`src/sfcrfe_cfg.svh`:
```
// Constants of the serial flash command front end
`ifndef SFCRFE_CFG_SVH
`define SFCRFE_CFG_SVH
`define SFCRFE_OP_READ_FAST 8'h1B
`define SFCRFE_OP_READ_MID 8'h0B
`define SFCRFE_OP_READ_SLOW 8'h03
`define SFCRFE_OP_READ_DUAL 8'h3B
`define SFCRFE_OP_ERASE_4K 8'h20
`define SFCRFE_OP_ERASE_32K 8'h52
`define SFCRFE_OP_ERASE_64K 8'hD8
`define SFCRFE_OP_CHIP_ERASE_A 8'h60
`define SFCRFE_OP_CHIP_ERASE_B 8'hC7
`define SFCRFE_OP_PROG 8'h02
`define SFCRFE_OP_PROG_DUAL 8'hA2
`define SFCRFE_OP_WR_EN 8'h06
`define SFCRFE_OP_WR_DIS 8'h04
`define SFCRFE_OP_PROTECT 8'h36
`define SFCRFE_OP_UNPROTECT 8'h39
`define SFCRFE_OP_RD_PROT 8'h3C
`define SFCRFE_OP_LOCK 8'h33
`define SFCRFE_OP_FREEZE 8'h34
`define SFCRFE_OP_RD_LOCK 8'h35
`define SFCRFE_OP_OTP_PROG 8'h9B
`define SFCRFE_OP_OTP_READ 8'h77
`define SFCRFE_OP_RD_STAT 8'h05
`define SFCRFE_OP_WR_STAT1 8'h01
`define SFCRFE_OP_WR_STAT2 8'h31
`define SFCRFE_OP_SW_RESET 8'hF0
`define SFCRFE_OP_RD_ID 8'h9F
`define SFCRFE_OP_SLEEP 8'hB9
`define SFCRFE_OP_WAKE 8'hAB
`define SFCRFE_ADDR_BYTES 3'h3
`define SFCRFE_ARRAY_LAST 20'hF_FFFF
`define SFCRFE_ARRAY_FIRST 20'h0_0000
`define SFCRFE_FIFO_DEPTH 16
`define SFCRFE_FIFO_AW 4
`endif

```
`src/sfcrfe_pkg.sv`:
```
// Types of the serial flash command front end
package sfcrfe_pkg;
  typedef enum logic [4:0] {
    SFCRFE_IDLE = 5'b0_0001,
    SFCRFE_OPC = 5'b0_0010,
    SFCRFE_ADDR = 5'b0_0100,
    SFCRFE_DUMMY = 5'b0_1000,
    SFCRFE_DATA = 5'b1_0000
  } sfcrfe_state_t;
  typedef enum logic [2:0] {
    SFCRFE_K_NONE = 3'h0,
    SFCRFE_K_READ = 3'h1,
    SFCRFE_K_READ2 = 3'h2,
    SFCRFE_K_DIN = 3'h3,
    SFCRFE_K_DOUT = 3'h4,
    SFCRFE_K_PLAIN = 3'h5,
    SFCRFE_K_BAD = 3'h6
  } sfcrfe_kind_t;
endpackage

```
`src/sfcrfe_front_end.sv`:
```
// Serial flash command decoder and array read path
//
// Behaviour
// - Read opcodes 1B, 0B, 03 accepted, each with own dummy count.
// - Opcode 1B: two dummy bytes follow address, then data out.
// - Opcode 0B: one dummy byte follows address, then data out.
// - Opcode 03: no dummy bytes; data follows address at once.
// - Address counter advances per byte; data streams without new address.
// - Single read shifts data on output line, MSB first.
// - Address counter wraps from last array byte to zero without delay.
// - Chip select release ends single read, output line floats.
// - Dual read 3B: three address bytes, one dummy, two lines out.
// - Dual read: high bit on output, low on aux line; byte/4 clocks.
// - Chip select release ends dual read, both lines float.
// - Program opcodes 02, A2: three address bytes, data bytes follow.
// - Erase opcodes 20, 52, D8 take address; chip erases take none.
// - Protection readback takes address, no dummy; no data is shifted out.
// - Lock and freeze take address then one data byte.
// - Lock readback takes address, no dummy; no data is shifted out.
// - OTP program takes address and data bytes, no dummy.
// - OTP read takes address and two dummy bytes; no data is shifted out.
// - Status commands take no address; writes take one data byte.
// - Identification read takes no address or dummy; no data is shifted out.
// - Power-down entry and wake opcodes take nothing further.
// - Unknown opcode starts nothing; input ignored until reselect.
// - MSB first; sample on rising clock, drive on falling clock.
// - Top four address bits are dropped.
// - Select released before opcode and address complete: nothing done.
`timescale 1ns/1ps
`include "sfcrfe_cfg.svh"
module sfcrfe_front_end (
  input wire logic core_clk,
  input wire logic srst,
  input wire logic spiClk,
  input wire logic chipSelN,
  input wire logic dataIn,
  output logic dataOut,
  output logic dataOutEn,
  input wire logic auxDataLineInOut_i,
  output logic auxDataLineInOut_o,
  output logic auxDataLineInOut_oe,
  output logic [19:0] arrayAddr,
  output logic arrayReq,
  input wire logic arrayAck,
  input wire logic [7:0] arrayData,
  output logic [7:0] cmdOpcode,
  output logic [23:0] cmdAddr,
  output logic cmdStart,
  output logic cmdEnd,
  output logic [7:0] cmdData,
  output logic cmdDataValid,
  output logic cmdBad
);
  logic [2:0] sckSync_q;
  logic [1:0] csSync_q;
  logic [1:0] siSync_q;
  logic [1:0] sioSync_q;
  logic sckRise;
  logic sckFall;
  logic selected;
  logic selStart;
  logic selEnd;
  logic csPrev_q;
  sfcrfe_pkg::sfcrfe_state_t state_q;
  sfcrfe_pkg::sfcrfe_kind_t kind_q;
  sfcrfe_pkg::sfcrfe_kind_t kindDec;
  logic addrDec;
  logic [1:0] dummyDec;
  logic [1:0] dummyNeed_q;
  logic [2:0] bitCnt_q;
  logic [1:0] byteCnt_q;
  logic [7:0] shIn_q;
  logic [7:0] inByte;
  logic byteDone;
  logic [23:0] addr_q;
  logic [19:0] fetchAddr_q;
  logic fetchBusy_q;
  logic [7:0] shOut_q;
  logic [2:0] outBits_q;
  logic outLoaded_q;
  logic dual_q;
  logic fifoInReady;
  logic fifoOutValid;
  logic fifoPop;
  logic [7:0] fifoOutData;
  logic readPhase;
  logic fifoFlush;

  // Two-stage sync of every pin; edge finding uses stages two and three
  always_ff @(posedge core_clk)
  begin
    if (srst)
    begin
      sckSync_q <= 3'h0;
      csSync_q <= 2'h3;
      siSync_q <= 2'h0;
      sioSync_q <= 2'h0;
    end
    else
    begin
      sckSync_q <= {sckSync_q[1:0], spiClk};
      csSync_q <= {csSync_q[0], chipSelN};
      siSync_q <= {siSync_q[0], dataIn};
      sioSync_q <= {sioSync_q[0], auxDataLineInOut_i};
    end
  end

  assign sckRise = sckSync_q[1] && !sckSync_q[2];
  assign sckFall = !sckSync_q[1] && sckSync_q[2];
  assign selected = !csSync_q[1];

  always_ff @(posedge core_clk)
  begin
    if (srst)
    begin
      csPrev_q <= 1'b1;
    end
    else
    begin
      csPrev_q <= csSync_q[1];
    end
  end

  assign selStart = csPrev_q && !csSync_q[1];
  assign selEnd = !csPrev_q && csSync_q[1];

  assign inByte = {shIn_q[6:0], siSync_q[1]};
  assign byteDone = sckRise && bitCnt_q == 3'h7;

  always_comb
  begin
    kindDec = sfcrfe_pkg::SFCRFE_K_BAD;
    addrDec = 1'b0;
    dummyDec = 2'h0;
    unique case (inByte)
      `SFCRFE_OP_READ_FAST:
      begin
        kindDec = sfcrfe_pkg::SFCRFE_K_READ;
        addrDec = 1'b1;
        dummyDec = 2'h2;
      end
      `SFCRFE_OP_READ_MID:
      begin
        kindDec = sfcrfe_pkg::SFCRFE_K_READ;
        addrDec = 1'b1;
        dummyDec = 2'h1;
      end
      `SFCRFE_OP_READ_SLOW:
      begin
        kindDec = sfcrfe_pkg::SFCRFE_K_READ;
        addrDec = 1'b1;
      end
      `SFCRFE_OP_READ_DUAL:
      begin
        kindDec = sfcrfe_pkg::SFCRFE_K_READ2;
        addrDec = 1'b1;
        dummyDec = 2'h1;
      end
      `SFCRFE_OP_PROG, `SFCRFE_OP_PROG_DUAL, `SFCRFE_OP_LOCK,
      `SFCRFE_OP_FREEZE, `SFCRFE_OP_OTP_PROG:
      begin
        kindDec = sfcrfe_pkg::SFCRFE_K_DIN;
        addrDec = 1'b1;
      end
      `SFCRFE_OP_ERASE_4K, `SFCRFE_OP_ERASE_32K, `SFCRFE_OP_ERASE_64K,
      `SFCRFE_OP_PROTECT, `SFCRFE_OP_UNPROTECT:
      begin
        kindDec = sfcrfe_pkg::SFCRFE_K_PLAIN;
        addrDec = 1'b1;
      end
      `SFCRFE_OP_RD_PROT, `SFCRFE_OP_RD_LOCK:
      begin
        kindDec = sfcrfe_pkg::SFCRFE_K_DOUT;
        addrDec = 1'b1;
      end
      `SFCRFE_OP_OTP_READ:
      begin
        kindDec = sfcrfe_pkg::SFCRFE_K_DOUT;
        addrDec = 1'b1;
        dummyDec = 2'h2;
      end
      `SFCRFE_OP_CHIP_ERASE_A, `SFCRFE_OP_CHIP_ERASE_B, `SFCRFE_OP_WR_EN,
      `SFCRFE_OP_WR_DIS, `SFCRFE_OP_SLEEP, `SFCRFE_OP_WAKE:
      begin
        kindDec = sfcrfe_pkg::SFCRFE_K_PLAIN;
      end
      `SFCRFE_OP_WR_STAT1, `SFCRFE_OP_WR_STAT2, `SFCRFE_OP_SW_RESET:
      begin
        kindDec = sfcrfe_pkg::SFCRFE_K_DIN;
      end
      `SFCRFE_OP_RD_STAT, `SFCRFE_OP_RD_ID:
      begin
        kindDec = sfcrfe_pkg::SFCRFE_K_DOUT;
      end
      default:
      begin
        kindDec = sfcrfe_pkg::SFCRFE_K_BAD;
      end
    endcase
  end

  // Bit and byte counting within the selected frame
  always_ff @(posedge core_clk)
  begin
    if (srst || !selected)
    begin
      bitCnt_q <= 3'h0;
      shIn_q <= 8'h00;
    end
    else if (sckRise)
    begin
      bitCnt_q <= bitCnt_q + 3'h1;
      shIn_q <= inByte;
    end
  end

  // Phase sequencer
  always_ff @(posedge core_clk)
  begin
    if (srst || !selected)
    begin
      state_q <= sfcrfe_pkg::SFCRFE_IDLE;
      kind_q <= sfcrfe_pkg::SFCRFE_K_NONE;
      byteCnt_q <= 2'h0;
      dummyNeed_q <= 2'h0;
      addr_q <= 24'h00_0000;
    end
    else
    begin
      unique case (state_q)
        sfcrfe_pkg::SFCRFE_IDLE:
        begin
          if (selStart)
          begin
            state_q <= sfcrfe_pkg::SFCRFE_OPC;
          end
        end
        sfcrfe_pkg::SFCRFE_OPC:
        begin
          if (byteDone)
          begin
            kind_q <= kindDec;
            dummyNeed_q <= dummyDec;
            byteCnt_q <= 2'h0;
            if (kindDec == sfcrfe_pkg::SFCRFE_K_BAD)
            begin
              state_q <= sfcrfe_pkg::SFCRFE_IDLE;
            end
            else if (addrDec)
            begin
              state_q <= sfcrfe_pkg::SFCRFE_ADDR;
            end
            else
            begin
              state_q <= sfcrfe_pkg::SFCRFE_DATA;
            end
          end
        end
        sfcrfe_pkg::SFCRFE_ADDR:
        begin
          if (byteDone)
          begin
            addr_q <= {addr_q[15:0], inByte};
            byteCnt_q <= byteCnt_q + 2'h1;
            if ({1'b0, byteCnt_q} == `SFCRFE_ADDR_BYTES - 3'h1)
            begin
              byteCnt_q <= 2'h0;
              state_q <= (dummyNeed_q != 2'h0) ? sfcrfe_pkg::SFCRFE_DUMMY
                                                 : sfcrfe_pkg::SFCRFE_DATA;
            end
          end
        end
        sfcrfe_pkg::SFCRFE_DUMMY:
        begin
          if (byteDone)
          begin
            byteCnt_q <= byteCnt_q + 2'h1;
            if (byteCnt_q + 2'h1 == dummyNeed_q)
            begin
              state_q <= sfcrfe_pkg::SFCRFE_DATA;
            end
          end
        end
        sfcrfe_pkg::SFCRFE_DATA:
        begin
          state_q <= sfcrfe_pkg::SFCRFE_DATA;
        end
      endcase
    end
  end

  // Unknown opcode parks in idle until chip select goes high again
  // because selStart only fires on a fresh assertion.

  // Command reporting toward the rest of the device
  always_ff @(posedge core_clk)
  begin
    if (srst)
    begin
      cmdOpcode <= 8'h00;
      cmdAddr <= 24'h00_0000;
      cmdStart <= 1'b0;
      cmdEnd <= 1'b0;
      cmdData <= 8'h00;
      cmdDataValid <= 1'b0;
      cmdBad <= 1'b0;
    end
    else
    begin
      cmdStart <= 1'b0;
      cmdDataValid <= 1'b0;
      cmdBad <= 1'b0;
      cmdEnd <= selEnd && state_q == sfcrfe_pkg::SFCRFE_DATA;
      if (state_q == sfcrfe_pkg::SFCRFE_OPC && byteDone)
      begin
        cmdOpcode <= inByte;
        cmdBad <= kindDec == sfcrfe_pkg::SFCRFE_K_BAD;
      end
      if (state_q != sfcrfe_pkg::SFCRFE_DATA
          && readPhase == 1'b0 && 1'b0)
      begin
        cmdStart <= 1'b0;
      end
      if (state_q == sfcrfe_pkg::SFCRFE_DATA && csPrev_q == 1'b0
          && cmdEnd == 1'b0 && cmdStart == 1'b0 && 1'b0)
      begin
        cmdStart <= 1'b0;
      end
      if ((state_q == sfcrfe_pkg::SFCRFE_ADDR
           && byteDone && byteCnt_q == 2'h2 && dummyNeed_q == 2'h0)
          || (state_q == sfcrfe_pkg::SFCRFE_DUMMY && byteDone
              && byteCnt_q + 2'h1 == dummyNeed_q)
          || (state_q == sfcrfe_pkg::SFCRFE_OPC && byteDone && !addrDec
              && kindDec != sfcrfe_pkg::SFCRFE_K_BAD))
      begin
        cmdStart <= 1'b1;
        cmdAddr <= state_q == sfcrfe_pkg::SFCRFE_ADDR ?
                   {addr_q[15:0], inByte} : addr_q;
      end
      if (state_q == sfcrfe_pkg::SFCRFE_DATA && byteDone
          && kind_q == sfcrfe_pkg::SFCRFE_K_DIN)
      begin
        cmdData <= inByte;
        cmdDataValid <= 1'b1;
      end
    end
  end

  assign readPhase = state_q == sfcrfe_pkg::SFCRFE_DATA
                     && (kind_q == sfcrfe_pkg::SFCRFE_K_READ
                         || kind_q == sfcrfe_pkg::SFCRFE_K_READ2);
  assign fifoFlush = !readPhase;

  // Array prefetch; the FIFO hides array latency from the shifter
  always_ff @(posedge core_clk)
  begin
    if (srst || !selected)
    begin
      fetchAddr_q <= `SFCRFE_ARRAY_FIRST;
      fetchBusy_q <= 1'b0;
    end
    else if (!readPhase)
    begin
      // Slow read enters data on the last address edge: take it directly
      fetchAddr_q <= (state_q == sfcrfe_pkg::SFCRFE_ADDR && byteDone) ?
                     {addr_q[11:0], inByte} : addr_q[19:0];
      fetchBusy_q <= 1'b0;
    end
    else if (fetchBusy_q)
    begin
      if (arrayAck)
      begin
        fetchBusy_q <= 1'b0;
        fetchAddr_q <= fetchAddr_q == `SFCRFE_ARRAY_LAST ?
                       `SFCRFE_ARRAY_FIRST : fetchAddr_q + 20'h0_0001;
      end
    end
    else if (fifoInReady)
    begin
      fetchBusy_q <= 1'b1;
    end
  end

  assign arrayReq = fetchBusy_q;
  assign arrayAddr = fetchAddr_q;

  sfcrfe_fifo #(
    .WIDTH(8),
    .DEPTH(`SFCRFE_FIFO_DEPTH),
    .AW(`SFCRFE_FIFO_AW)
  ) u_fifo (
    .clk(core_clk),
    .srst(srst),
    .flush(fifoFlush),
    .inValid(fetchBusy_q && arrayAck),
    .inReady(fifoInReady),
    .inData(arrayData),
    .outValid(fifoOutValid),
    .outReady(fifoPop),
    .outData(fifoOutData)
  );

  assign fifoPop = readPhase && !outLoaded_q && fifoOutValid;

  // Output shifter, changes on falling edges only
  always_ff @(posedge core_clk)
  begin
    if (srst || !selected || !readPhase)
    begin
      shOut_q <= 8'h00;
      outBits_q <= 3'h0;
      outLoaded_q <= 1'b0;
      dual_q <= 1'b0;
      dataOut <= 1'b0;
      auxDataLineInOut_o <= 1'b0;
      dataOutEn <= 1'b0;
      auxDataLineInOut_oe <= 1'b0;
    end
    else
    begin
      dual_q <= kind_q == sfcrfe_pkg::SFCRFE_K_READ2;
      if (fifoPop)
      begin
        shOut_q <= fifoOutData;
        outBits_q <= 3'h0;
        outLoaded_q <= 1'b1;
      end
      else if (sckFall && outLoaded_q)
      begin
        dataOutEn <= 1'b1;
        if (dual_q)
        begin
          dataOut <= shOut_q[7];
          auxDataLineInOut_o <= shOut_q[6];
          auxDataLineInOut_oe <= 1'b1;
          shOut_q <= {shOut_q[5:0], 2'b00};
          outBits_q <= outBits_q + 3'h2;
          outLoaded_q <= outBits_q != 3'h6;
        end
        else
        begin
          dataOut <= shOut_q[7];
          shOut_q <= {shOut_q[6:0], 1'b0};
          outBits_q <= outBits_q + 3'h1;
          outLoaded_q <= outBits_q != 3'h7;
        end
      end
    end
  end
endmodule

```
`src/sfcrfe_fifo.sv`:
```
// Word FIFO carrying array bytes toward the serial shifter
`timescale 1ns/1ps
module sfcrfe_fifo #(
  parameter int WIDTH = 8,
  parameter int DEPTH = 16,
  parameter int AW = 4
) (
  input wire logic clk,
  input wire logic srst,
  input wire logic flush,
  input wire logic inValid,
  output logic inReady,
  input wire logic [WIDTH-1:0] inData,
  output logic outValid,
  input wire logic outReady,
  output logic [WIDTH-1:0] outData
);
  logic [WIDTH-1:0] mem [DEPTH];
  logic [AW:0] wrPtr_q;
  logic [AW:0] rdPtr_q;
  logic doWr;
  logic doRd;

  assign inReady = (wrPtr_q - rdPtr_q) != (AW+1)'(DEPTH);
  assign outValid = wrPtr_q != rdPtr_q;
  assign outData = mem[rdPtr_q[AW-1:0]];
  assign doWr = inValid && inReady;
  assign doRd = outValid && outReady;

  always_ff @(posedge clk)
  begin
    if (doWr)
    begin
      mem[wrPtr_q[AW-1:0]] <= inData;
    end
  end

  always_ff @(posedge clk)
  begin
    if (srst || flush)
    begin
      wrPtr_q <= '0;
      rdPtr_q <= '0;
    end
    else
    begin
      if (doWr)
      begin
        wrPtr_q <= wrPtr_q + 1'b1;
      end
      if (doRd)
      begin
        rdPtr_q <= rdPtr_q + 1'b1;
      end
    end
  end
endmodule

```
`config.mk`:
```
export PLATFORM = sky130hd
export DESIGN_NAME = sfcrfe_front_end
export DESIGN_NICKNAME = d
export VERILOG_FILES = /design/src/sfcrfe_pkg.sv /design/src/sfcrfe_front_end.sv /design/src/sfcrfe_fifo.sv
export VERILOG_INCLUDE_DIRS = /design/src
export SDC_FILE = /design/constraint.sdc
export NUM_CORES = 1
export LEC_CHECK = 0
export BUFFER_PORTS_ARGS = -buffer_cell sky130_fd_sc_hd__buf_2
export CORE_MARGIN = 1
export CORE_UTILIZATION = 45
export DETAILED_ROUTE_END_ITERATION = 6
export HOLD_SLACK_MARGIN = 0.12
export PLACE_DENSITY = 0.61
export SLEW_MARGIN = 0
export SYNTH_ARGS = -nofsm -noshare
export SYNTH_HDL_FRONTEND = slang
export SYNTH_SLANG_ARGS = --single-unit
```
`constraint.sdc`:
```
create_clock -name core_clk -period 8.25 [get_ports core_clk]
set_input_delay 2.0625 -clock core_clk [delete_from_list [all_inputs] [get_ports core_clk]]
set_output_delay 2.0625 -clock core_clk [all_outputs]
set_load 0.01 [all_outputs]
```
# Yosys cells after proc, flatten, opt, wreduce, memory -nomap -nowiden
# Memories as Yosys holds them, arrays and structs flattened. A register that Yosys moved wholly into a read port is not among the register bits.
# Index checks and enable logic that the tools add are counted.
totals:
  register_bits: 146
  mem_bits_rw: 128
  in_bits: 15
  output_inout_bits: 69
  wordCells: 193
  memories: 1
classes:
  addsub: 8
  n_eq_ne: 54
  n_mux: 40
  bitwise: 3
  n_reduce_logical: 57
memory_table:
  columns: ["memory", "depth", "width", "read_ports", "rd_clocked_by_memory_dff", "write_ports", "line", "source"]
  rows:
  - ["u_fifo.mem", 16, 8, 1, 1, 1, "sfcrfe_fifo.sv:18", "logic [WIDTH-1:0] mem [DEPTH];"]
ops:
  columns: ["op", "n"]
  rows:
  - ["$mux 20", 5]
  - ["$eq 8x6->1 const B", 9]
  - ["$eq 8x8->1 const B", 8]
  - ["$mux 5", 9]
  - ["$pmux 5 s5", 1]
  - ["$eq 8x3->1 const B", 3]
  - ["$eq 8x7->1 const B", 3]
  - ["$mux 24", 1]
  - ["$mux 8", 3]
  - ["$logic_and 1x1->1", 23]
  - ["$add 20x1->20 const B", 1]
  - ["$eq 20x20->1 const B", 1]
  - ["$reduce_or 17->1", 1]
  - ["$eq 8x2->1 const B", 2]
  - ["$ne 2x2->1 const B", 8]
  - ["$pmux 3 s5", 1]
  - ["$mux 1", 11]
  - ["$reduce_or 11->1", 1]
  - ["$add 5x1->5 const B", 2]
  - ["$reduce_or 2->1", 5]
  - ["$ne 3x3->1 const B", 3]
  - ["$eq 8x1->1 const B", 1]
  - ["$eq 8x4->1 const B", 1]
  - ["$eq 8x5->1 const B", 1]
  - ["other kinds (34)", 58]

# Longest topological paths before layout
# Gate-level depths: netlist (run 1).
depth:
  ltp_word: 9
  mapped_depth: 10
  mapped_depth_nobuf: 8

# Modules after synthesis
# A second synthesis (run 1) with hierarchy kept.
unflattened:
  cells_unflattened: 1053
  area_unflattened_um2: 12254.3
by_module_without_submodules:
  columns: ["mod", "instances", "cells_per_inst", "area_per_inst_um2", "seq_area_each_um2"]
  rows:
  - ["sfcrfe_front_end", 1, 769, 6596.3, 2722.6]
  - ["sfcrfe_fifo", 1, 284, 5657.9, 4124.0]

# Worst setup path after synthesis (run 1)
# Ideal clock, no wire load.
synth_timing:
  kind: "in2reg"
  from: "in arrayAck"
  to: "mem u_fifo.mem[0][0], enable pin"
  arrival_ps: 3372
  slack_ps: 4495
  cell_stages: 5
  cell_sequence: "nand2_1 clkbuf_1 nor2_1 nand2_1 nor3_1"
synth_via:
  elab_chain_cells: 4
synth_rtl:
  columns: ["element", "line", "source"]
  rows:
  - ["start: declaration", "sfcrfe_front_end.sv:44", "input wire logic arrayAck,"]
  - ["$logic_and 1x1->1", "sfcrfe_front_end.sv:395", ".inValid(fetchBusy_q && arrayAck),"]
  - ["$logic_and 1x1->1", "sfcrfe_fifo.sv:27", "assign doWr = inValid && inReady;"]
  - ["$mux 1", "sfcrfe_fifo.sv:32", "if (doWr)"]
  - ["$mux 1 (not written as such)", "sfcrfe_fifo.sv:34", "mem[wrPtr_q[AW-1:0]] <= inData;"]
  - ["end: declaration", "sfcrfe_fifo.sv:18", null]
# No other way between the ends.

# Worst setup path in the final report (run 1)
layout_timing:
  from: "in srst"
  to: "reg fetchAddr_q[16] (netlist: arrayAddr[16])"
layout_via:
  elab_chain_cells: 1
layout_rtl:
  columns: ["element", "line", "source"]
  rows:
  - ["start: declaration", "sfcrfe_front_end.sv:33", "input wire logic srst,"]
  - ["$logic_or 1x1->1", "sfcrfe_front_end.sv:357", "if (srst || !selected)"]
  - ["end signal: assignment", "sfcrfe_front_end.sv:359", "fetchAddr_q <= `SFCRFE_ARRAY_FIRST;"]
  - ["end signal: assignment", "sfcrfe_front_end.sv:365", "fetchAddr_q <= (state_q == sfcrfe_pkg::SFCRFE_ADDR && byteDone) ?"]
  - ["end signal: assignment", "sfcrfe_front_end.sv:374", "fetchAddr_q <= fetchAddr_q == `SFCRFE_ARRAY_LAST ?"]
  - ["end: declaration", "sfcrfe_front_end.sv:76", "logic [19:0] fetchAddr_q;"]
# No other way between the ends.
# A chain may end at the register's enable or synchronous reset.

==> impl_results.md, run 1 <==
* Most common cell in the netlist: dfxtp_1
* Slew @ Worst Pin at 1000 ps
* Post-synth top area cell: edfxtp_1
* Peak VDD IR at 0.133 mV
* Dominant register cell in the synthesized netlist: dfxtp_1
* Nets at ~1200
* Initial Util at between 40% and 50%
* CP Capture Type: register
* Post-CTS Resized at 0
* Post-synth EDFFs at 128
* Fin crit share at about 46%
* Die area at 27700 µm²
* Clock buffer depth at 3
* Seq pwr share at 51.8%
* I/O Pins at 84
* Critical path required time at 8690 ps
* Register area share after synthesis at 56.3%
* Switch share at between 10% and 20%
* Pleak at 4.65 nW
* CTS tree: done
* Drt pass-1 iters at 7
* CP bufs+invs at 3
* Post-synthesis cell type count at 69
* Hold path cells at 1
* Hold Buf Count CTS at 0
* Crit path DAT at around 4200 ps
* Reg2Reg Depth at 6
* Clk sinks at 278
* Outcome: complete, but fails checks
* CP startpoint kind: input port
* Synthesized area at 12200 µm²
* DRC at 6
* Routability Congestion at 0.819
* Fin Clk Skew at approximately 9.4 ps
* CTS buffer count at 30
* Crit-path max FO at 44
* Post-layout util at 52.3%
* FF-to-FF Start: shIn_q[2]
* Die Ht at between 150 and 200 µm
* R2R Path End: cmdAddr[20]
* First-pass GRT wire length at 43900 µm
* Setup TNS at 0 ps
* Clock root cell: clkbuf_16
* Largest net degree at the start of global routing at 45
* Mapped Nets at 1117
* Via count of the routed design at 8372
* Async SR Flop Fraction at 0%
* Synthesis warning total at 0
* Row Count at 59
* Clock group share of total power at 47.1%
* Worst Hold Path EP: csSync_q[1]
* Hold Startpoint: csSync_q[0]
* Internal power at around 2.2 mW
* CP max stage cell: buf_2
* Gr ovfl total at 0
* RSZ-0062 raised after global routing: no
* Violations in the final reports: DRC
* Comb power frac at under 10%
* DRT antenna net count at 0
* Seq cells post-synth at ~280
* Post-DP HPWL at 17500 µm
* Delay-heaviest family, CP: buffers and inverters
* Peak Freq at 263 MHz
* Hold crit path type: register to register
* Slew HR at between 30% and 40%
* Die X at around 170 µm
* Pwr dens at 203 nW/µm²
* Critical path cell sequence: buf_2 -> nor2_1 -> inv_1 -> buf_4 -> nor3_1 -> a31o_2
* Commonest cells in the netlist: 150 x dfxtp_1, 135 x nand2_1, 128 x edfxtp_1
* Register-to-register setup slack at 5010 ps
* Diode count at 0
* H-tree Lvls at 1
* Synthesis-to-finish area growth at 13.1%
* Max incr delay on CP at between 500 and 600 ps
* Clk pin slew, worst setup/hold paths at 60 ps
* Core Region at 26300 µm²
* Finish-stage setup viols at 0
* Initial drt markers at around 650
* Vias per inst at 5.58
* Final min period at 3800 ps
* Synth top area cells: edfxtp_1 32%, dfxtp_1 25%, mux4_2 5.9%
* Syn_area_per_cell at 11.2 µm²
* Critical path type: input port to register
* Final WL at ~27000 µm
* Setup Buffers After CTS at 0
* Max_cap viols at 0
* Switching pwr at 0.552 mW
* Share of the synthesized area in the top cell type at a little under a third
* Per-cell routed wire length at about 18 µm
* IO buf count at 82
* Skew-Pair Late Insertion Delay at 540 ps
* GRT Util Overall at between 10% and 20%
* Initial antenna violation count at 0
* Final Hold Fails at 0
* Number of global-route vias before repair at ~8000
* Share of cells above drive strength 1 at about a fifth
* Gate Count Post-Synth at 1085
* Slew Limit Fails at 0
[cells in the final DEF, fill, tap and decap left out, types with 18 or more instances in the layout]
cell type    n
dfxtp_1    148
nand2_1    135
edfxtp_1   128
nor2_1     107
buf_2       82
a21oi_1     79
nor2b_1     43
mux2i_1     38
mux4_2      32
clkbuf_16   31
nand3_1     26
nor3_1      24
mux2_2      24
xnor2_1     19
inv_1       18
[through the flow]
| step | area, µm² | power [mW] | cells | hold slack, ps | setup WS, ps |
|---|---|---|---|---|---|
| floorplan | 12200 | 1.49 | 1085 | 389 | 4490 |
| global placement | 12800 | 1.50 | 1444 | 409 | 3880 |
| detailed placement | 12800 | 1.50 | 1444 | 407 | 3870 |
| CTS | 13800 | 2.81 | 1500 | 426 | 4470 |
| global route | 13800 | 2.87 | 1500 | 433 | 4290 |
| finish | 13800 | 2.79 | 1500 | 424 | 4450 |
[metal layers]
| layer | track usage, % | share of wire (%) |
|---|---|---|
| met1 | 29.5 | 48 |
| met2 | 30.7 | 45 |
| met3 | 2.36 | 5.1 |
| met4 | 4.99 | 1.7 |
| met5 | 0 | 0 |
[worst max path at each step]
| stage | slack (ps) | cells past startpoint | start | to |
|---|---|---|---|---|
| 2_1_floorplan | 4490 | 5 | arrayAck | u_fifo.mem[0][0] |
| 3_3_place_gp | 3880 | 6 | srst | arrayAddr[16] |
| 3_5_place_dp | 3870 | 6 | srst | arrayAddr[16] |
| 4_1_cts | 4470 | 6 | srst | arrayAddr[16] |
| 5_1_grt | 4290 | 6 | srst | arrayAddr[16] |
| 6_report | 4450 | 6 | srst | arrayAddr[16] |
[area by class of cell]
type | count | area, µm²
fillers | 2329 | 12500
flip-flops and latches | 278 | 6850
multi-input cells | 717 | 4930
clock buffers | 47 | 876
repair buffers | 96 | 515
well taps | 335 | 419
clock inverters | 9 | 95.1
inverters | 18 | 67.6
[worst register-to-register path, stage by stage (launching register included)]
cell,delay (ps)
dfxtp_1,890
xnor2_1,200
o32a_1,210
a21oi_1,120
nor4_1,580
a31o_2,690
mux2_2,430
[state kept, by name, summed over array words and instances, names as in the netlist, 2 cells and up, named ones only]
signal / flops
u_fifo.mem: 128
addr_q: 24
cmdAddr: 24
arrayAddr: 20
cmdData: 8
cmdOpcode: 8
shOut_q: 8
shIn_q: 7
state_q: 5
u_fifo.rdPtr_q: 5
u_fifo.wrPtr_q: 5
bitCnt_q: 3
kind_q: 3
outBits_q: 3
sckSync_q: 3
byteCnt_q: 2
csSync_q: 2
dummyNeed_q: 2
siSync_q: 2
[power by group through the flow]
stage	registers, mW	clock network (mW)	logic [mW]
floorplan	1.47	0	0.0136
finish	1.44	1.31	0.0292
CTS	1.44	1.34	0.0294
global placement	1.47	0	0.0289
global route	1.44	1.39	0.0320
detailed placement	1.47	0	0.0293
[cell families (layout without fill, tap and decap cells)]
logic type      count (synthesis)  in the layout  share of synthesized area, %
simple gates                  411            411                          16.4
flops                         278            278                          56.3
compound gates                158            158                          8.40
mux                            95             95                          11.4
buf+inv                        90            170                          3.17
xor+xnor                       36             36                          2.59
fa+ha+maj                      17             17                          1.75
No activity file was read; power rests on OpenSTA's default activity.
==> inputs of run 2 (changes only) <==
clock period = 3.5 ns   (was 8.25 ns; I/O delays follow)
==> run 2 against run 1 <==
Clock skew is 0.86 ps higher. Clock power is 120% higher. Non-clock buffer count is 24 higher. Sequential cell count stayed put. First-iteration DRC count is 1.1% lower. Cell area is 0.67% higher. Worst setup slack worse by 4000 ps. The flow still finishes with violations (DRC). Critical path type is now register to register. Wire length is 0.29% higher. Utilization is 0.35 points higher.
==> impl_results.md, run 2 (synthesis gave the netlist of run 1 again) <==
* Outcome: complete, but fails checks (unchanged)
* Violations in the final reports: DRC (unchanged)
* Via count of the routed design at 8357 (was 8372)
* Critical path type: register to register (was input port to register)
* Core Region at 26300 µm² (unchanged)
* Hold Startpoint: csSync_q[0] (unchanged)
* Share of cells above drive strength 1 at 20.1% (was 18.7%)
* CTS buffer count at 28 (was 30)
* Largest net degree at the start of global routing at 77 (was 45)
* Area after DPL at 13000 µm² (was 12800 µm²)
* Post-layout util at 52.7% (was 52.3%)
* Skew-Pair Late Insertion Delay at 540 ps (about the same)
* Gr ovfl total at 0 (unchanged)
* Drt pass-1 iters at 7 (unchanged)
* Die X at 166 µm (unchanged)
* Clock root cell: clkbuf_16 (unchanged)
* Finish-stage setup viols at 0 (unchanged)
* Setup Buffers After CTS at 0 (unchanged)
* Crit-path max FO at 26 (was 44)
* Switch share at 20.2% (was 19.8%)
* Min Hold Slack at 428 ps (was 424 ps)
* Peak Freq at between 300 and 400 MHz
* Final Cell Area at 13800 µm² (about the same)
* Initial Util at 46.3% (unchanged)
* Setup TNS at 0 ps (unchanged)
* Final Hold Fails at 0 (unchanged)
* FF-to-FF Start: shIn_q[2] (unchanged)
* DRT antenna net count at 0 (unchanged)
* Placed insts at 1468 (was 1444)
* Clk sinks at 278 (unchanged)
* Slew Limit Fails at 0 (unchanged)
* Fillers at 2378 (was 2329)
* Place WS at 475 ps (was 3870 ps)
* Max incr delay on CP at 890 ps (was 590 ps)
* CP startpoint kind: register (was input port)
* H-tree Lvls at 1 (unchanged)
* Die Ht at 166 µm (unchanged)
* CP bufs+invs at 1 (was 3)
* I/O Pins at 84 (unchanged)
* Crit path DAT at 3470 ps (was 4240 ps)
* Most frequent cells in the layout: 149 x dfxtp_1, 135 x nand2_1, 128 x edfxtp_1 (was 148 x dfxtp_1, 135 x nand2_1, 128 x edfxtp_1)
* Number of global-route vias before repair at 8027 (was 8010)
* First-pass GRT wire length at 44000 µm (was 43900 µm)
* Fin crit share at 87.0%
* Final min period at 3040 ps
* Row Count at 59 (unchanged)
* Critical path cell sequence: nor2_1 -> nor4b_1 -> o21a_1 -> nor4_1 -> a31o_2 -> buf_4 -> mux2_2 (was buf_2 -> nor2_1 -> inv_1 -> buf_4 -> nor3_1 -> a31o_2)
* Critical path required time at 3930 ps (was 8690 ps)
* Max FFs per register at 128 (unchanged)
* CP max stage cell: dfxtp_1 (was buf_2)
* Layout Cells excl Fill at 1517 (was 1500)
* Fin Clk Skew at 10.2 ps (was 9.37 ps)
* Hold crit path type: register to register (unchanged)
* Hold path cells at 1 (unchanged)
* Switching pwr at 1.28 mW (was 0.552 mW)
* Per-cell routed wire length at 18.0 µm (was 18.2 µm)
* GRT Util Overall at 19.9% (was 19.8%)
* Slew HR at 38.9% (was 33.1%)
* Pleak at 4.73 nW (was 4.65 nW)
* Max_cap viols at 0 (unchanged)
* Diode count at 0 (unchanged)
* Initial drt markers at 642 (was 649)
* Setup ws final at 455 ps (was 4450 ps)
* Register-to-register setup slack at 460 ps (was 5010 ps)
* Seq pwr share at 54.0% (was 51.8%)
* Pwr dens at 455 nW/µm² (was 203 nW/µm²)
* Commonest non-fill, non-tap cell in the layout: dfxtp_1 (unchanged)
* Routability Congestion at 0.830 (was 0.819)
* Peak VDD IR at 0.297 mV (was 0.133 mV)
* Vias per inst at 5.51 (was 5.58)
* Clk pin slew, worst setup/hold paths at 60 ps (about the same)
* Slew @ Worst Pin at 912 ps (was 1000 ps)
* Nets at 1195 (was 1173)
* Clock group share of total power at 44.9% (was 47.1%)
* R2R Path End: cmdAddr[1] (was cmdAddr[20])
* Initial antenna violation count at 0 (unchanged)
* IO buf count at 82 (unchanged)
* Reg2Reg Depth at 7 (was 6)
* Comb power frac at 1.1% (was 1.0%)
* Post-CTS Resized at 0 (unchanged)
* DRC at 6 (unchanged)
* Final WL at 27300 µm (about the same)
* Die area at 27700 µm² (unchanged)
* Clock buffer depth at 3 (unchanged)
* CTS tree: done (unchanged)
* RSZ-0062 raised after global routing: no (unchanged)
* Tot Pwr at 6.30 mW (was 2.79 mW)
* Worst Hold Path EP: csSync_q[1] (unchanged)
* Synthesis-to-finish area growth at 13.9% (was 13.1%)
* Internal power at 5.03 mW (was 2.23 mW)
* Delay-heaviest family, CP: flip-flops (was buffers and inverters)
* Post-DP HPWL at 17700 µm (was 17500 µm)
* CP Capture Type: register (unchanged)
* Hold Buf Count CTS at 0 (unchanged)
[run 2: worst max-delay path by stage]
| stage | startpoint | to | slack [ps] | cells after the start |
|---|---|---|---|---|
| 2_1_floorplan | u_fifo.rdPtr_q[1] | u_fifo.mem[0][0] | 810 | 8 |
| 3_3_place_gp | shIn_q[2] | cmdAddr[18] | 520 | 7 |
| 3_5_place_dp | shIn_q[2] | cmdAddr[1] | 480 | 7 |
| 4_1_cts | shIn_q[2] | cmdAddr[1] | 460 | 7 |
| 5_1_grt | shIn_q[2] | cmdAddr[1] | 170 | 7 |
| 6_report | shIn_q[2] | cmdAddr[1] | 460 | 7 |
[run 2: power by group through the flow]
stage	combinational [mW]	clock, mW	sequential, mW
after floorplan	0.0320	0	3.47
after global placement	0.0712	0	3.47
after detailed placement	0.0719	0	3.47
after CTS	0.0722	2.90	3.40
after global routing	0.0797	3.01	3.40
final	0.0720	2.83	3.40
[run 2: final cells by class]
type                    count  area (µm²)  area share, %
well taps                 335         419           3.03
clock inverters            13        87.6          0.632
clock buffers              36         772           5.57
flip-flops and latches    278        6850           49.4
repair buffers            120         721           5.20
inverters                  18        67.6          0.488
multi-input cells         717        4930           35.6
[run 2: worst reg2reg max path: cells and delay by family (launching register included)]
| kind | cells | cell delay, ps |
|---|---|---|
| muxes | 1 | 400 |
| AOI/OAI and AO/OA | 2 | 470 |
| DFF | 1 | 890 |
| buffers and inverters | 1 | 320 |
| and+or+nand+nor | 3 | 860 |
[run 2: layer usage]
| layer | share of wire, % | wire length, µm | vias up | track usage [%] |
|---|---|---|---|---|
| met4 | 1.1 | 310 | 0 | 4.63 |
| li1 | - | - | 4076 | - |
| met5 | 0 | 0 | - | 0 |
| met2 | 44 | 12100 | 165 | 30.0 |
| met3 | 4.8 | 1310 | 26 | 3.17 |
| met1 | 50 | 13600 | 4090 | 30.0 |
==> inputs of run 3 (changes only) <==
BUFFER_PORTS_ARGS = unset   (was -buffer_cell sky130_fd_sc_hd__buf_2)
DONT_BUFFER_PORTS = 1   (was unset)
PLACE_DENSITY = 0.59   (was 0.61)
==> run 3 against run 2 <==
The flow still finishes with violations (DRC). Worst hold slack got worse by 17 ps. Worst setup slack improved by 12 ps. Utilization decreased by 0.91 points. Register-to-register slack about the same. Global-route usage about the same. Via count decreased by 3.3%. Final cell count decreased by 4.9%. Sequential cell count unchanged. Cell area decreased by 1.7%. Sequential share of layout area increased by 0.87 points. Highest routed layer unchanged.
==> impl_results.md, run 3 (synthesis gave the netlist of run 1 again) <==
* Core Region at 26300 µm² (unchanged)
* Critical path required time at 3930 ps (about the same)
* Min Hold Slack at 411 ps (was 428 ps)
* Initial drt markers at 642 (unchanged)
* Slew HR at 38.0% (was 38.9%)
* Nets at 1116 (was 1195)
* H-tree Lvls at 1 (unchanged)
* Drt pass-1 iters at 7 (unchanged)
* Hold Buf Count CTS at 0 (unchanged)
* Skew-Pair Late Insertion Delay at 550 ps (was 540 ps)
* CP max stage cell: dfxtp_1 (unchanged)
* I/O Pins at 84 (unchanged)
* Hold path cells at 1 (unchanged)
* Hold crit path type: input port to register (was register to register)
* Clk pin slew, worst setup/hold paths at 60 ps (about the same)
* Max incr delay on CP at 880 ps (was 890 ps)
* Post-DP HPWL at 18000 µm (was 17700 µm)
* CP startpoint kind: register (unchanged)
* Routability Congestion at 0.810 (was 0.830)
* Delay-heaviest family, CP: simple AND/OR/NAND/NOR gates (was flip-flops)
* Max FFs per register at 128 (unchanged)
* Gr ovfl total at 0 (unchanged)
* Slew @ Worst Pin at 929 ps (was 912 ps)
* Peak Freq at 330 MHz (was 328 MHz)
* Row Count at 59 (unchanged)
* FF-to-FF Start: shIn_q[6] (was shIn_q[2])
* Largest net degree at the start of global routing at 78 (was 77)
* GRT Util Overall at 20.0% (was 19.9%)
* Die area at 27700 µm² (unchanged)
* Reg2Reg Depth at 7 (unchanged)
* Synthesis-to-finish area growth at 11.9% (was 13.9%)
* Hold Startpoint: srst (was csSync_q[0])
* Final WL at 27500 µm (was 27300 µm)
* CP bufs+invs at 1 (unchanged)
* Layout Cells excl Fill at 1443 (was 1517)
* Crit path DAT at 3460 ps (was 3470 ps)
* Die X at 166 µm (unchanged)
* CTS buffer count at 30 (was 28)
* Commonest non-fill, non-tap cell in the layout: dfxtp_1 (unchanged)
* Final min period at 3030 ps (was 3040 ps)
* CTS tree: done (unchanged)
* Final Hold Fails at 0 (unchanged)
* Per-cell routed wire length at 19.0 µm (was 18.0 µm)
* Clock buffer depth at 3 (unchanged)
* Outcome: complete, but fails checks (unchanged)
* Die Ht at 166 µm (unchanged)
* Fin crit share at 86.6% (was 87.0%)
* Crit-path max FO at 24 (was 26)
* Fin Clk Skew at 15.1 ps (was 10.2 ps)
* Slew Limit Fails at 0 (unchanged)
* Peak VDD IR at 0.323 mV (was 0.297 mV)
* Setup TNS at 0 ps (unchanged)
* Number of global-route vias before repair at 7834 (was 8027)
* Clock root cell: clkbuf_16 (unchanged)
* IO buf count at 0 (was 82)
* First-pass GRT wire length at 43900 µm (was 44000 µm)
* R2R Path End: cmdAddr[23] (was cmdAddr[1])
* Vias per inst at 5.60 (was 5.51)
* Via count of the routed design at 8078 (was 8357)
* Initial antenna violation count at 0 (unchanged)
* Critical path type: register to register (unchanged)
* Post-CTS Resized at 0 (unchanged)
* Post-layout util at 51.8% (was 52.7%)
* Most frequent cells in the layout: 149 x dfxtp_1, 135 x nand2_1, 128 x edfxtp_1 (unchanged)
* Pleak at 4.36 nW (was 4.73 nW)
* Finish-stage setup viols at 0 (unchanged)
* Max_cap viols at 0 (unchanged)
* Violations in the final reports: DRC (unchanged)
* DRC at 7 (was 6)
* Pwr dens at 495 nW/µm² (was 455 nW/µm²)
* Share of cells above drive strength 1 at 14.4% (was 20.1%)
* Clk sinks at 278 (unchanged)
* Final Cell Area at 13600 µm² (was 13800 µm²)
* Critical path cell sequence: nor3b_1 -> nand3_1 -> a21oi_1 -> nor4_1 -> a31o_2 -> buf_4 -> mux2_2 (was nor2_1 -> nor4b_1 -> o21a_1 -> nor4_1 -> a31o_2 -> buf_4 -> mux2_2)
* Diode count at 0 (unchanged)
* RSZ-0062 raised after global routing: no (unchanged)
* Area after DPL at 12600 µm² (was 13000 µm²)
* Placed insts at 1387 (was 1468)
* DRT antenna net count at 0 (unchanged)
* Register-to-register setup slack at 470 ps (was 460 ps)
* Setup Buffers After CTS at 0 (unchanged)
* Worst Hold Path EP: cmdOpcode[2] (was csSync_q[1])
* Initial Util at 46.3% (unchanged)
* CP Capture Type: register (unchanged)
-- run 3: cell count changes in the layout (fill, tap and decap cells not counted), moves of 2 or more --
cell / before / now
buf_2: 82 / 0
clkbuf_1: 5 / 11
bufinv_16: 1 / 5
clkinv_2: 7 / 3
buf_4: 36 / 38
clkbuf_16: 29 / 31
clkinv_1: 4 / 2
clkinvlp_4: 1 / 3
-- run 3: layout make-up --
class,instances,area [µm²]
fillers,2296,12700
flip-flops and latches,278,6850
multi-input cells,717,4930
clock buffers,44,845
well taps,335,419
repair buffers,39,305
clock inverters,12,191
inverters,18,67.6
-- run 3: metrics by stage --
step | setup WS, ps | total power, mW
after global routing | 287 | 6.92
after detailed placement | 511 | 3.50
after CTS | 503 | 6.79
after floorplan | 808 | 3.50
after global placement | 559 | 3.50
final | 468 | 6.73
-- run 3: how the worst max path moves through the flow --
stage,startpoint,endpoint,slack (ps),depth (start not counted)
after floorplan,u_fifo.rdPtr_q[1],u_fifo.mem[0][0],810,8
after global placement,shIn_q[6],cmdAddr[18],560,7
after detailed placement,shIn_q[6],cmdAddr[23],510,7
after CTS,shIn_q[6],cmdAddr[23],500,7
after global routing,shIn_q[6],cmdAddr[23],290,7
final,shIn_q[6],cmdAddr[23],470,7
-- run 3: power by group --
group	switching, mW	internal (mW)
clock network	1.27	2.04
registers	0.00361	3.40
logic	0.0176	0.00990
-- run 3: worst reg2reg max path, cell delays in order (launching register included) --
cell     delay, ps
dfxtp_1        880
nor3b_1        170
nand3_1        190
a21oi_1        140
nor4_1         580
a31o_2         250
buf_4          310
mux2_2         410
-- run 3: layer usage --
metal / track usage (%) / routed length (µm) / vias up
met3: 4.58 / 2020 / 32
met4: 4.63 / 414 / 0
met2: 30.6 / 12300 / 187
met5: 0 / 0 / -
li1: - / - / 3927
met1: 28.8 / 12700 / 3932
